$ cat src/ir_pkg.sv
// Purpose: shared constants for the initial reset block
// Assumes: pclk at 200 MHz, low-speed oscillator near 32.768 kHz
// Notes:   all timing counts are derived from the printed figures
package ir_pkg;

  ////////////////////////////////////////////////////////////////////////////
  // clock and timing
  localparam int unsigned CLK_PERIOD_PS   = 5000;
  localparam int unsigned RST_NOISE_NS    = 100;
  localparam int unsigned RST_NOISE_CYC   =
    (RST_NOISE_NS * 1000 + CLK_PERIOD_PS - 1) / CLK_PERIOD_PS;
  localparam int unsigned OSC_HZ          = 32768;
  localparam int unsigned TICK_HZ         = 16;
  localparam int unsigned TICK_HALF_RISES = OSC_HZ / TICK_HZ / 2;
  localparam int unsigned KEY_HOLD_US     = 1500;
  localparam int unsigned KEY_NR_TICKS    =
    (KEY_HOLD_US * OSC_HZ) / 1000000;
  localparam int unsigned AUTH_MIN_S      = 1;
  localparam int unsigned AUTH_TICKS      = AUTH_MIN_S * TICK_HZ;

  ////////////////////////////////////////////////////////////////////////////
  // cpu reset state
  localparam logic [15:0] START_PC        = 16'h0110;

  ////////////////////////////////////////////////////////////////////////////
  // register map (byte addresses)
  localparam logic [7:0] OFS_PORT_DIR     = 8'h00;
  localparam logic [7:0] OFS_STATUS       = 8'h04;
  localparam logic [7:0] OFS_START_PC     = 8'h08;

  // status fields
  localparam int unsigned ST_INIT_RST     = 0;
  localparam int unsigned ST_WIDE_SET     = 1;
  localparam int unsigned ST_NIB_SET      = 2;
  localparam int unsigned ST_INT_OPEN     = 3;
  localparam int unsigned ST_EXT_FLAG     = 4;
  localparam int unsigned ST_INT_FLAG     = 5;
  localparam int unsigned ST_CAUSE_PIN    = 6;
  localparam int unsigned ST_CAUSE_KEY    = 7;

  // key combination mask options
  localparam logic [2:0] KEY_OPT_NONE     = 3'h1;
  localparam logic [2:0] KEY_OPT_TWO      = 3'h2;
  localparam logic [2:0] KEY_OPT_THREE    = 3'h3;
  localparam logic [2:0] KEY_OPT_FOUR     = 3'h4;

  typedef enum logic [3:0] {
    KEY_IDLE   = 4'h1,
    KEY_FILTER = 4'h2,
    KEY_AUTH   = 4'h4,
    KEY_FIRE   = 4'h8
  } ir_key_state_e;

endpackage

$ cat src/ir_tb_if.sv
// Purpose: timebase signals between the divider and the reset core
// Assumes: single pclk domain
// Notes:   all signals are one-clock pulses except tick16_hi
`timescale 1ns/1ps
interface ir_tb_if;
  logic osc_rise;
  logic tick16_hi;
  logic tick16_rise;

  modport src
  (
    output osc_rise,
    output tick16_hi,
    output tick16_rise
  );
  modport dst
  (
    input  osc_rise,
    input  tick16_hi,
    input  tick16_rise
  );
endinterface

$ cat src/ir_timebase.sv
// Purpose: divides the low-speed oscillator into a 16 Hz square tick
// Assumes: oscillator input already synchronous to pclk
// Notes:   the tick stands high for half of each 16 Hz period
`timescale 1ns/1ps
module ir_timebase
(
  input  wire logic pclk,
  input  wire logic presetn,
  input  wire logic low_speed_oscillator,
  ir_tb_if.src      tb
);

  logic        osc_prev_reg;
  logic [10:0] div_reg;
  logic        tick_reg;
  logic        rise_reg;
  logic        tick_rise_reg;

  ////////////////////////////////////////////////////////////////////////////
  // oscillator edge detect
  always_ff @(posedge pclk or negedge presetn)
  begin
    if (!presetn)
    begin
      osc_prev_reg <= 1'b0;
      rise_reg     <= 1'b0;
    end
    else
    begin
      osc_prev_reg <= low_speed_oscillator;
      rise_reg     <= low_speed_oscillator & ~osc_prev_reg;
    end
  end

  ////////////////////////////////////////////////////////////////////////////
  // half-period counter
  always_ff @(posedge pclk or negedge presetn)
  begin
    if (!presetn)
    begin
      div_reg       <= 11'h000;
      tick_reg      <= 1'b0;
      tick_rise_reg <= 1'b0;
    end
    else
    begin
      tick_rise_reg <= 1'b0;
      if (rise_reg)
      begin
        if (div_reg == 11'(ir_pkg::TICK_HALF_RISES - 1))
        begin
          div_reg       <= 11'h000;
          tick_reg      <= ~tick_reg;
          tick_rise_reg <= ~tick_reg;
        end
        else
        begin
          div_reg <= div_reg + 11'h001;
        end
      end
    end
  end

  assign tb.osc_rise    = rise_reg;
  assign tb.tick16_hi   = tick_reg;
  assign tb.tick16_rise = tick_rise_reg;

endmodule

$ cat src/ir_init_reset.sv
// Purpose: initial reset sequencer with cpu reset state and pin defaults
// Assumes: pins and oscillator synchronous to pclk; APB slave, one wait
// Notes:   mask options are parameters; cpu hooks are pulse inputs
//
// Our own choices: the register addresses and the APB slave port.
`timescale 1ns/1ps

module ir_init_reset
#(
  parameter logic [2:0]  KEY_COMBO     = 3'h1,
  parameter bit          AUTH_EN       = 1'b0,
  parameter bit          RST_PULLDOWN  = 1'b1,
  parameter int unsigned NPORT         = 24,
  parameter logic [23:0] PORT_PULLDOWN = 24'hFFFFFF
)
(
  input  wire logic              pclk,
  input  wire logic              presetn,
  input  wire logic              psel,
  input  wire logic              penable,
  input  wire logic              pwrite,
  input  wire logic [7:0]        paddr,
  input  wire logic [31:0]       pwdata,
  output logic                   pready,
  output logic [31:0]            prdata,
  output logic                   pslverr,
  input  wire logic              reset_pin,
  input  wire logic [3:0]        key_input_ports,
  input  wire logic              low_speed_oscillator,
  input  wire logic              wide_stack_pointer_wr,
  input  wire logic              nibble_stack_pointer_wr,
  input  wire logic              extension_register_wr,
  input  wire logic              instr_done,
  input  wire logic              int_flag_wr,
  input  wire logic              int_flag_val,
  output logic                   init_reset,
  output logic [15:0]            program_counter_start,
  output logic                   int_flag,
  output logic                   ext_flag,
  output logic                   int_open,
  output logic                   reset_pin_pulldown_en,
  output logic [NPORT-1:0]       port_oe,
  output logic [NPORT-1:0]       port_pulldown_en
);

  if (KEY_COMBO < ir_pkg::KEY_OPT_NONE || KEY_COMBO > ir_pkg::KEY_OPT_FOUR)
  begin : g_bad_opt
    $error("key combination option must be 1 to 4");
  end
  if (NPORT < 1 || NPORT > 24)
  begin : g_bad_port
    $error("port count must be 1 to 24");
  end

  function automatic logic [3:0] key_mask(input logic [2:0] opt);
    case (opt)
      ir_pkg::KEY_OPT_TWO:   key_mask = 4'h3;
      ir_pkg::KEY_OPT_THREE: key_mask = 4'h7;
      ir_pkg::KEY_OPT_FOUR:  key_mask = 4'hF;
      default:               key_mask = 4'h0;
    endcase
  endfunction

  localparam logic [3:0] KMASK = key_mask(KEY_COMBO);

  ir_tb_if tb ();

  ir_timebase u_timebase
  (
    .pclk                 (pclk),
    .presetn              (presetn),
    .low_speed_oscillator (low_speed_oscillator),
    .tb                   (tb.src)
  );

  ////////////////////////////////////////////////////////////////////////////
  // reset pin noise rejecter
  logic [4:0]  pin_cnt_reg;
  logic        pin_qual_reg;

  always_ff @(posedge pclk or negedge presetn)
  begin
    if (!presetn)
    begin
      pin_cnt_reg  <= 5'h00;
      pin_qual_reg <= 1'b0;
    end
    else if (!reset_pin)
    begin
      pin_cnt_reg  <= 5'h00;
      pin_qual_reg <= 1'b0;
    end
    else if (pin_cnt_reg == 5'(ir_pkg::RST_NOISE_CYC - 1))
    begin
      pin_qual_reg <= 1'b1;
    end
    else
    begin
      pin_cnt_reg <= pin_cnt_reg + 5'h01;
    end
  end

  ////////////////////////////////////////////////////////////////////////////
  // key combination path
  ir_pkg::ir_key_state_e key_state_reg;
  logic [5:0]            key_cnt_reg;
  logic                  key_fire_reg;
  logic                  key_hit;

  assign key_hit = (KMASK != 4'h0) &&
                   ((key_input_ports & KMASK) == KMASK);

  always_ff @(posedge pclk or negedge presetn)
  begin
    if (!presetn)
    begin
      key_state_reg <= ir_pkg::KEY_IDLE;
      key_cnt_reg   <= 6'h00;
      key_fire_reg  <= 1'b0;
    end
    else if (!key_hit)
    begin
      key_state_reg <= ir_pkg::KEY_IDLE;
      key_cnt_reg   <= 6'h00;
      key_fire_reg  <= 1'b0;
    end
    else
    begin
      case (key_state_reg)
        ir_pkg::KEY_IDLE:
        begin
          key_state_reg <= ir_pkg::KEY_FILTER;
          key_cnt_reg   <= 6'h00;
        end
        ir_pkg::KEY_FILTER:
        begin
          if (tb.osc_rise)
          begin
            if (key_cnt_reg == 6'(ir_pkg::KEY_NR_TICKS - 1))
            begin
              key_cnt_reg   <= 6'h00;
              key_state_reg <= AUTH_EN ? ir_pkg::KEY_AUTH
                                       : ir_pkg::KEY_FIRE;
            end
            else
            begin
              key_cnt_reg <= key_cnt_reg + 6'h01;
            end
          end
        end
        ir_pkg::KEY_AUTH:
        begin
          if (tb.tick16_rise)
          begin
            if (key_cnt_reg == 6'(ir_pkg::AUTH_TICKS - 1))
            begin
              key_state_reg <= ir_pkg::KEY_FIRE;
            end
            else
            begin
              key_cnt_reg <= key_cnt_reg + 6'h01;
            end
          end
        end
        ir_pkg::KEY_FIRE:
        begin
          key_fire_reg <= 1'b1;
        end
        default:
        begin
          key_state_reg <= ir_pkg::KEY_IDLE;
        end
      endcase
    end
  end

  ////////////////////////////////////////////////////////////////////////////
  // reset latch
  logic reset_latch_reg;
  logic cause_pin_reg;
  logic cause_key_reg;
  logic any_src;

  assign any_src = pin_qual_reg | key_fire_reg;

  always_ff @(posedge pclk or negedge presetn)
  begin
    if (!presetn)
    begin
      reset_latch_reg <= 1'b1;
    end
    else if (any_src)
    begin
      reset_latch_reg <= 1'b1;
    end
    else if (tb.tick16_hi)
    begin
      reset_latch_reg <= 1'b0;
    end
  end

  always_ff @(posedge pclk or negedge presetn)
  begin
    if (!presetn)
    begin
      cause_pin_reg <= 1'b0;
      cause_key_reg <= 1'b0;
    end
    else if (any_src && !reset_latch_reg)
    begin
      cause_pin_reg <= pin_qual_reg;
      cause_key_reg <= key_fire_reg;
    end
    else
    begin
      cause_pin_reg <= cause_pin_reg | pin_qual_reg;
      cause_key_reg <= cause_key_reg | key_fire_reg;
    end
  end

  ////////////////////////////////////////////////////////////////////////////
  // cpu reset state
  logic wide_set_reg;
  logic nib_set_reg;
  logic ext_flag_reg;
  logic int_flag_reg;
  logic int_open_reg;

  always_ff @(posedge pclk or negedge presetn)
  begin
    if (!presetn)
    begin
      wide_set_reg <= 1'b0;
      nib_set_reg  <= 1'b0;
    end
    else if (reset_latch_reg)
    begin
      wide_set_reg <= 1'b0;
      nib_set_reg  <= 1'b0;
    end
    else if (wide_stack_pointer_wr && nibble_stack_pointer_wr)
    begin
      wide_set_reg <= 1'b1;
      nib_set_reg  <= 1'b1;
    end
    else if (wide_stack_pointer_wr)
    begin
      wide_set_reg <= 1'b1;
      nib_set_reg  <= nib_set_reg & ~wide_set_reg;
    end
    else if (nibble_stack_pointer_wr)
    begin
      nib_set_reg  <= 1'b1;
      wide_set_reg <= wide_set_reg & ~nib_set_reg;
    end
  end

  always_ff @(posedge pclk or negedge presetn)
  begin
    if (!presetn)
    begin
      int_open_reg <= 1'b0;
    end
    else
    begin
      int_open_reg <= wide_set_reg & nib_set_reg & ~reset_latch_reg;
    end
  end

  always_ff @(posedge pclk or negedge presetn)
  begin
    if (!presetn)
    begin
      ext_flag_reg <= 1'b0;
    end
    else if (reset_latch_reg)
    begin
      ext_flag_reg <= 1'b0;
    end
    else if (extension_register_wr)
    begin
      ext_flag_reg <= 1'b1;
    end
    else if (instr_done)
    begin
      ext_flag_reg <= 1'b0;
    end
  end

  always_ff @(posedge pclk or negedge presetn)
  begin
    if (!presetn)
    begin
      int_flag_reg <= 1'b0;
    end
    else if (reset_latch_reg)
    begin
      int_flag_reg <= 1'b0;
    end
    else if (int_flag_wr)
    begin
      int_flag_reg <= int_flag_val;
    end
  end

  ////////////////////////////////////////////////////////////////////////////
  // APB slave, one wait state
  logic [NPORT-1:0] port_dir_reg;
  logic             pready_reg;
  logic [31:0]      prdata_reg;
  logic             pslverr_reg;
  logic             acc;
  logic             hit;
  logic [31:0]      rd_next;
  logic [7:0]       status;

  assign acc    = psel & penable & ~pready_reg;
  assign status = {cause_key_reg, cause_pin_reg, int_flag_reg, ext_flag_reg,
                   int_open_reg, nib_set_reg, wide_set_reg, reset_latch_reg};

  always_comb
  begin
    hit     = 1'b1;
    rd_next = 32'h00000000;
    case (paddr)
      ir_pkg::OFS_PORT_DIR: rd_next[NPORT-1:0] = port_dir_reg;
      ir_pkg::OFS_STATUS:   rd_next[7:0]       = status;
      ir_pkg::OFS_START_PC: rd_next[15:0]      = ir_pkg::START_PC;
      default:              hit                = 1'b0;
    endcase
  end

  always_ff @(posedge pclk or negedge presetn)
  begin
    if (!presetn)
    begin
      pready_reg  <= 1'b0;
      prdata_reg  <= 32'h00000000;
      pslverr_reg <= 1'b0;
    end
    else
    begin
      pready_reg  <= acc;
      pslverr_reg <= acc & ~hit;
      prdata_reg  <= (acc && !pwrite) ? rd_next : 32'h00000000;
    end
  end

  always_ff @(posedge pclk or negedge presetn)
  begin
    if (!presetn)
    begin
      port_dir_reg <= '0;
    end
    else if (reset_latch_reg)
    begin
      port_dir_reg <= '0;
    end
    else if (acc && pwrite && paddr == ir_pkg::OFS_PORT_DIR)
    begin
      port_dir_reg <= pwdata[NPORT-1:0];
    end
  end

  ////////////////////////////////////////////////////////////////////////////
  // registered outputs
  logic [NPORT-1:0] port_oe_reg;
  logic [NPORT-1:0] port_pd_reg;
  logic             rst_pd_reg;
  logic [15:0]      pc_reg;

  always_ff @(posedge pclk or negedge presetn)
  begin
    if (!presetn)
    begin
      port_oe_reg <= '0;
      port_pd_reg <= '0;
      rst_pd_reg  <= 1'b0;
      pc_reg      <= 16'h0000;
    end
    else
    begin
      port_oe_reg <= reset_latch_reg ? '0 : port_dir_reg;
      port_pd_reg <= PORT_PULLDOWN[NPORT-1:0] & ~port_dir_reg;
      rst_pd_reg  <= RST_PULLDOWN;
      pc_reg      <= ir_pkg::START_PC;
    end
  end

  assign pready                = pready_reg;
  assign prdata                = prdata_reg;
  assign pslverr               = pslverr_reg;
  assign init_reset            = reset_latch_reg;
  assign program_counter_start = pc_reg;
  assign int_flag              = int_flag_reg;
  assign ext_flag              = ext_flag_reg;
  assign int_open              = int_open_reg;
  assign reset_pin_pulldown_en = rst_pd_reg;
  assign port_oe               = port_oe_reg;
  assign port_pulldown_en      = port_pd_reg;

endmodule

$ cat config.mk
export PLATFORM = sky130hd
export DESIGN_NAME = ir_init_reset
export DESIGN_NICKNAME = d
export VERILOG_FILES = /design/src/ir_pkg.sv /design/src/ir_tb_if.sv /design/src/ir_timebase.sv /design/src/ir_init_reset.sv
export SDC_FILE = /design/constraint.sdc
export NUM_CORES = 1
export LEC_CHECK = 0
export ABC_CLOCK_PERIOD_IN_PS = 1800
export BUFFER_PORTS_ARGS = -buffer_cell sky130_fd_sc_hd__buf_2
export CORE_MARGIN = 3
export CORE_UTILIZATION = 45
export DETAILED_ROUTE_END_ITERATION = 6
export PLACE_DENSITY = 0.72
export SLEW_MARGIN = 15
export SYNTH_ARGS = -nofsm -noshare
export SYNTH_HDL_FRONTEND = slang
export SYNTH_SLANG_ARGS = --single-unit
$ cat constraint.sdc
create_clock -name pclk -period 1.8 [get_ports pclk]
set_input_delay 0.27 -clock pclk [delete_from_list [all_inputs] [get_ports pclk]]
set_output_delay 0.27 -clock pclk [all_outputs]
set_load 0.01 [all_outputs]
* Yosys cells after proc, flatten, opt, wreduce, memory -nomap -nowiden
Cells that the tools add are included.
** Storage, ports and cells
- Logic and storage cells :: 92
- Output and inout bits :: 103
- Input bits :: 57
- Bits in registers :: 128
** Operators by class
- $add $sub $neg :: 2
- Bitwise logic cells :: 17
- Eq/ne operators :: 6
- Reductions and logical operators :: 15
- Muxes and demuxes :: 30
** Operators by type and width (number)
- $mux W24 :: 4
- $not A24 Y24 :: 1
- $pmux W8 S3 :: 1
- $mux W1 :: 20
- $pmux W8 S2 :: 1
- $add A11 B1 Y11 const B :: 1
- $eq A11 B10 Y1 const B :: 1
- $mux W11 :: 1
- $mux W5 :: 2
- $and A1 B1 Y1 :: 8
- $eq A8 B3 Y1 const B :: 1
- $eq A8 B4 Y1 const B :: 1
- $logic_not A8 Y1 :: 1
- $mux W8 :: 1
- $not A1 Y1 :: 7
- $reduce_bool A2 Y1 :: 3
- $add A5 B1 Y5 const B :: 1
- $eq A5 B5 Y1 const B :: 1
- $logic_and A1 B1 Y1 :: 5
- $reduce_bool A4 Y1 :: 1
- $reduce_bool A3 Y1 :: 1
- $reduce_or A3 Y1 :: 1
- $logic_not A1 Y1 :: 2
- $ne A2 B1 Y1 const B :: 1
- 3 further kinds :: 3

* Logic depth before layout (Yosys ltp)
- Word-level depth :: 6
- Gate-level depth with buffers :: 5
- Depth with buffers taken out :: 4

* Modules after synthesis
From an unflattened synthesis, not the netlist that was laid out.
** Unflattened totals
- Cells, all modules :: 385
- Area total of the unflattened synthesis :: 4895.9 um2
** By module, submodules not included
- ir_init_reset :: area each 4227.8 um2, cells each 329, times used 1, seq. area each 2803.9 um2
- ir_timebase :: area each 668.1 um2, cells each 56, times used 1, seq. area each 375.4 um2

* Worst setup path before layout
No wires, ideal clock.
- Kind :: register to register
- Start :: reg pready_reg, in the netlist pready
- End :: reg port_dir_reg[10]
- Path buffers :: 2
- Data arrival time :: 1.495 ns
- Setup time :: 0.125 ns
- Slack :: 0.181 ns
- Clock period less this slack :: 1.619 ns
- Required time :: 1.675 ns
- Stages on the path, launching flop included :: 6
- Path through :: dfrtp_1 -> and3b_1 -> and4_1 -> buf_2 -> buf_2 -> mux2_2
** On the way
- Cells in the longest elaborated chain, start to end :: 5
** Ends and longest elaborated chain
- from (decl) :: line ir_init_reset.sv:309 : logic pready_reg;
- from (signal assigned) :: line ir_init_reset.sv:337 : pready_reg <= 1'b0;
- from (signal assigned) :: line ir_init_reset.sv:343 : pready_reg <= acc;
- $not A1 Y1 :: line ir_init_reset.sv:317 : assign acc = psel & penable & ~pready_reg;
- $and A1 B1 Y1 :: line ir_init_reset.sv:317
- net acc :: line ir_init_reset.sv:312 : logic acc;
- $logic_and A1 B1 Y1 (2 in series) :: line ir_init_reset.sv:359 : else if (acc && pwrite && paddr == ir_pkg::OFS_PORT_DIR)
- $reduce_bool A2 Y1 (no source line)
- to (signal assigned) :: line ir_init_reset.sv:361 : port_dir_reg <= pwdata[NPORT-1:0];
- to (decl) :: line ir_init_reset.sv:308 : logic [NPORT-1:0] port_dir_reg;
The timed path passes the listed nets, and every way through them passes these cells.
A chain may end at the register's enable or synchronous reset.

* Worst setup path in the final report
- Start :: reg reset_latch_reg, in the netlist init_reset
- End :: out init_reset
** RTL lines
- from (decl) :: line ir_init_reset.sv:179 : logic reset_latch_reg;
- from (signal assigned) :: line ir_init_reset.sv:190 : reset_latch_reg <= 1'b1;
- from (signal assigned) :: line ir_init_reset.sv:194 : reset_latch_reg <= 1'b1;
- from (signal assigned) :: line ir_init_reset.sv:198 : reset_latch_reg <= 1'b0;
- to (decl) :: line ir_init_reset.sv:36 : output logic init_reset,
No word-level cell between the ends.

==> impl_metrics.yaml <==
clocking:
  max-clock-path-buffers: 2
  clk_latency_ns: 0.51
  cts_tree: "yes"
  cts_setup_buffers: 0
  cts.sinks: 126
  cts_root_buffer: "clkbuf_8"
  cts_buffers: 17
  clkTransAtPathRegs_ns: 0.06
  htree_levels: 4
hold_path:
  hold_path.class: "input pin to register"
  worstHoldStart: "instr_done"
  hold_end: "ext_flag"
  hold_depth: 4
grt:
  overflow: 0
  grt_max_degree: 53
  grt_pass1_vias: 3315
  grt_first_pass_wirelength_um: 15900
  antenna_found_initial: 0
  track_usage: 0.177
sta:
  rsz0062_at_grt: "no"
  setup_ws_ns: 0.0845
  whs_ns: 0.0557
  max_freq_mhz: 583
  period_needed_ns: 1.72
  setup_tns_ns: 0
  maxSlewHeadroom: 0.664
  hold_violations: 0
  fin_skew_ns: 0.00514
  slew_viol_final: 0
  finalCritPeriodShare: 0.953
  setup_viol_count_final: 0
  worstMarginPinSlew_ns: 0.504
die:
  start_util: 0.466
  die_y_um: 110
  row_count: 37
  die_area_um2: 12000
  pin_count: 160
  die_w_um: 110
  core_region_area_um2: 10400
finish:
  final_cells: 679
  fin_util: 0.610
  seqCellArea_um2: 3150
  nFillCells: 844
  area_growth_syn_to_layout_pct: 30.7
  finish.instance_area_um2: 6320
  fin_nets: 589
  drive_above_1_share: 0.381
  multi_input_area_um2: 1380
  diodes: 0
detailed_routing:
  drt_pass1_iterations: 4
  routed_via_density: 4.75
  wl_per_cell_um: 14.2
  ant_nets: 0
  drc: 0
  num_vias: 3226
  wl_um: 9660
  drt_iter0_drc: 146
setup_path:
  worstSetupStartpoint: "init_reset"
  path_max_fanout: 24
  crit_type: "register to output port"
  critPathBufInv: 2
  regToRegStartpoint: "pready"
  required_ns: 1.53
  rr_worst_depth: 4
  critical_path.top_delay_family: "flip-flops"
  slowest_stage: "dfstp_2"
  slowest_delay_ns: 0.56
  cp-end-kind: "output port"
  crit_cells: 2
  critPathLaunchType: "register"
  crit_arrival_ns: 1.45
  reg2reg_to: "port_dir_reg[0]"
  path_cells: "buf_6, buf_2"
  r2r_slack_ns: 0.21
pwr:
  total_power_mw: 7.01
  power.leakage_nw: 3.20
  powerDensity_nw_per_um2: 1110
  ir_worst_vdd_mv: 0.575
synthesis:
  yosysTopAreaCell: "dfrtp_1"
  synth_cells: 385
  synth.distinct_cells: 45
  syn-cell-area_um2: 4840
  synth.most_common_cell: "dfrtp_1"
  synth_top_area_frac: 0.647
  synth_area_leaders: "dfrtp_1, mux2_2, buf_4"
  syn_area_per_cell_um2: 12.6
  ys_seq_elements: 126
  synthArstFlopShare: 1.00
  synthFlopType: "dfrtp_1"
  ys_warn_count: 0
  synth-seq-area-share: 0.652
  synth_commonest_cells: "dfrtp_1, nor2_1, inv_1"
  synth_edf_count: 0
place:
  place_worst_setup_slack_ns: -0.00221
  numPortBuffers: 125
  gp_congestion: 0.845
  place_hpwl_um: 6620
  place_inst: 639
  dpl_cell_area_um2: 5590
status:
  status: "finished, final reports clean"
run:
  maxCapViolCount: 0
## placed cells by master (no fill, tap or decap), types with 9 or more instances in the layout
cell         n
buf_2      124
clkbuf_16   16
conb_1      23
dfrtp_1    125
inv_1       28
mux2_2      24
mux2i_1      9
nand2_1     10
nor2_1      41
nor2b_1     26
nor3_1       9
nor3_2       9
## cell type report
class,count,area share
Clock buffer,18,0.0677
Sequential cell,126,0.499
Inverter,28,0.0166
Clock inverter,14,0.0340
Timing Repair Buffer,145,0.137
Multi-Input combinational cell,212,0.219
Tap cell,136,0.0269
## power by group
| part | switching [mW] | internal [mW] | total [mW] |
|---|---|---|---|
| sequential | 0.0877 | 2.92 | 3.01 |
| clock | 1.20 | 2.42 | 3.63 |
| combinational | 0.213 | 0.161 | 0.374 |
## worst max-delay path by stage
| stage | slack [ns] | to |
|---|---|---|
| after detailed placement | -0.002 | prdata[8] |
| final | 0.08 | init_reset |
| after floorplan | 0.18 | port_dir_reg[10] |
| after global routing | 0.0006 | init_reset |
| after global placement | 0.04 | prdata[0] |
| after CTS | 0.05 | init_reset |
## tightest hold or removal path, delay by kind of cell
family	cells	cell delay, ns
AND/OR/NAND/NOR	1	0.07
AO/OA/AOI/OAI	1	0.05
buffers and inverters	2	0.13
## what timing repair did
item	CTS	global route
endpoints found under the setup margin	1	0
endpoints found under the hold margin	41	0
resized for setup	1	0
hold buffers	8	0
## cell families (layout without fill, tap and decap cells)
group                    after synthesis  after routing  share of synthesized area
flip-flops                           126            126                      0.652
AND/OR/NAND/NOR                      129            129                      0.150
multiplexers                          33             33                     0.0745
AO/OA/AOI/OAI                         15             15                     0.0202
buffers and inverters                 68            205                     0.0781
XOR/XNOR                              10             10                     0.0181
adder cells (fa/ha/maj)                2              2                    0.00517
other                                  2             23                    0.00155
## routing by layer
metal / up-vias / part of all wire / global-route usage / wire length (µm)
met5: - / 0 / 0 / 0
met4: 0 / 0.023 / 0.0917 / 222
li1: 1497 / - / - / -
met1: 1568 / 0.42 / 0.211 / 4090
met3: 23 / 0.075 / 0.0570 / 721
met2: 138 / 0.48 / 0.286 / 4630
Power figures use the tool's default switching activity.
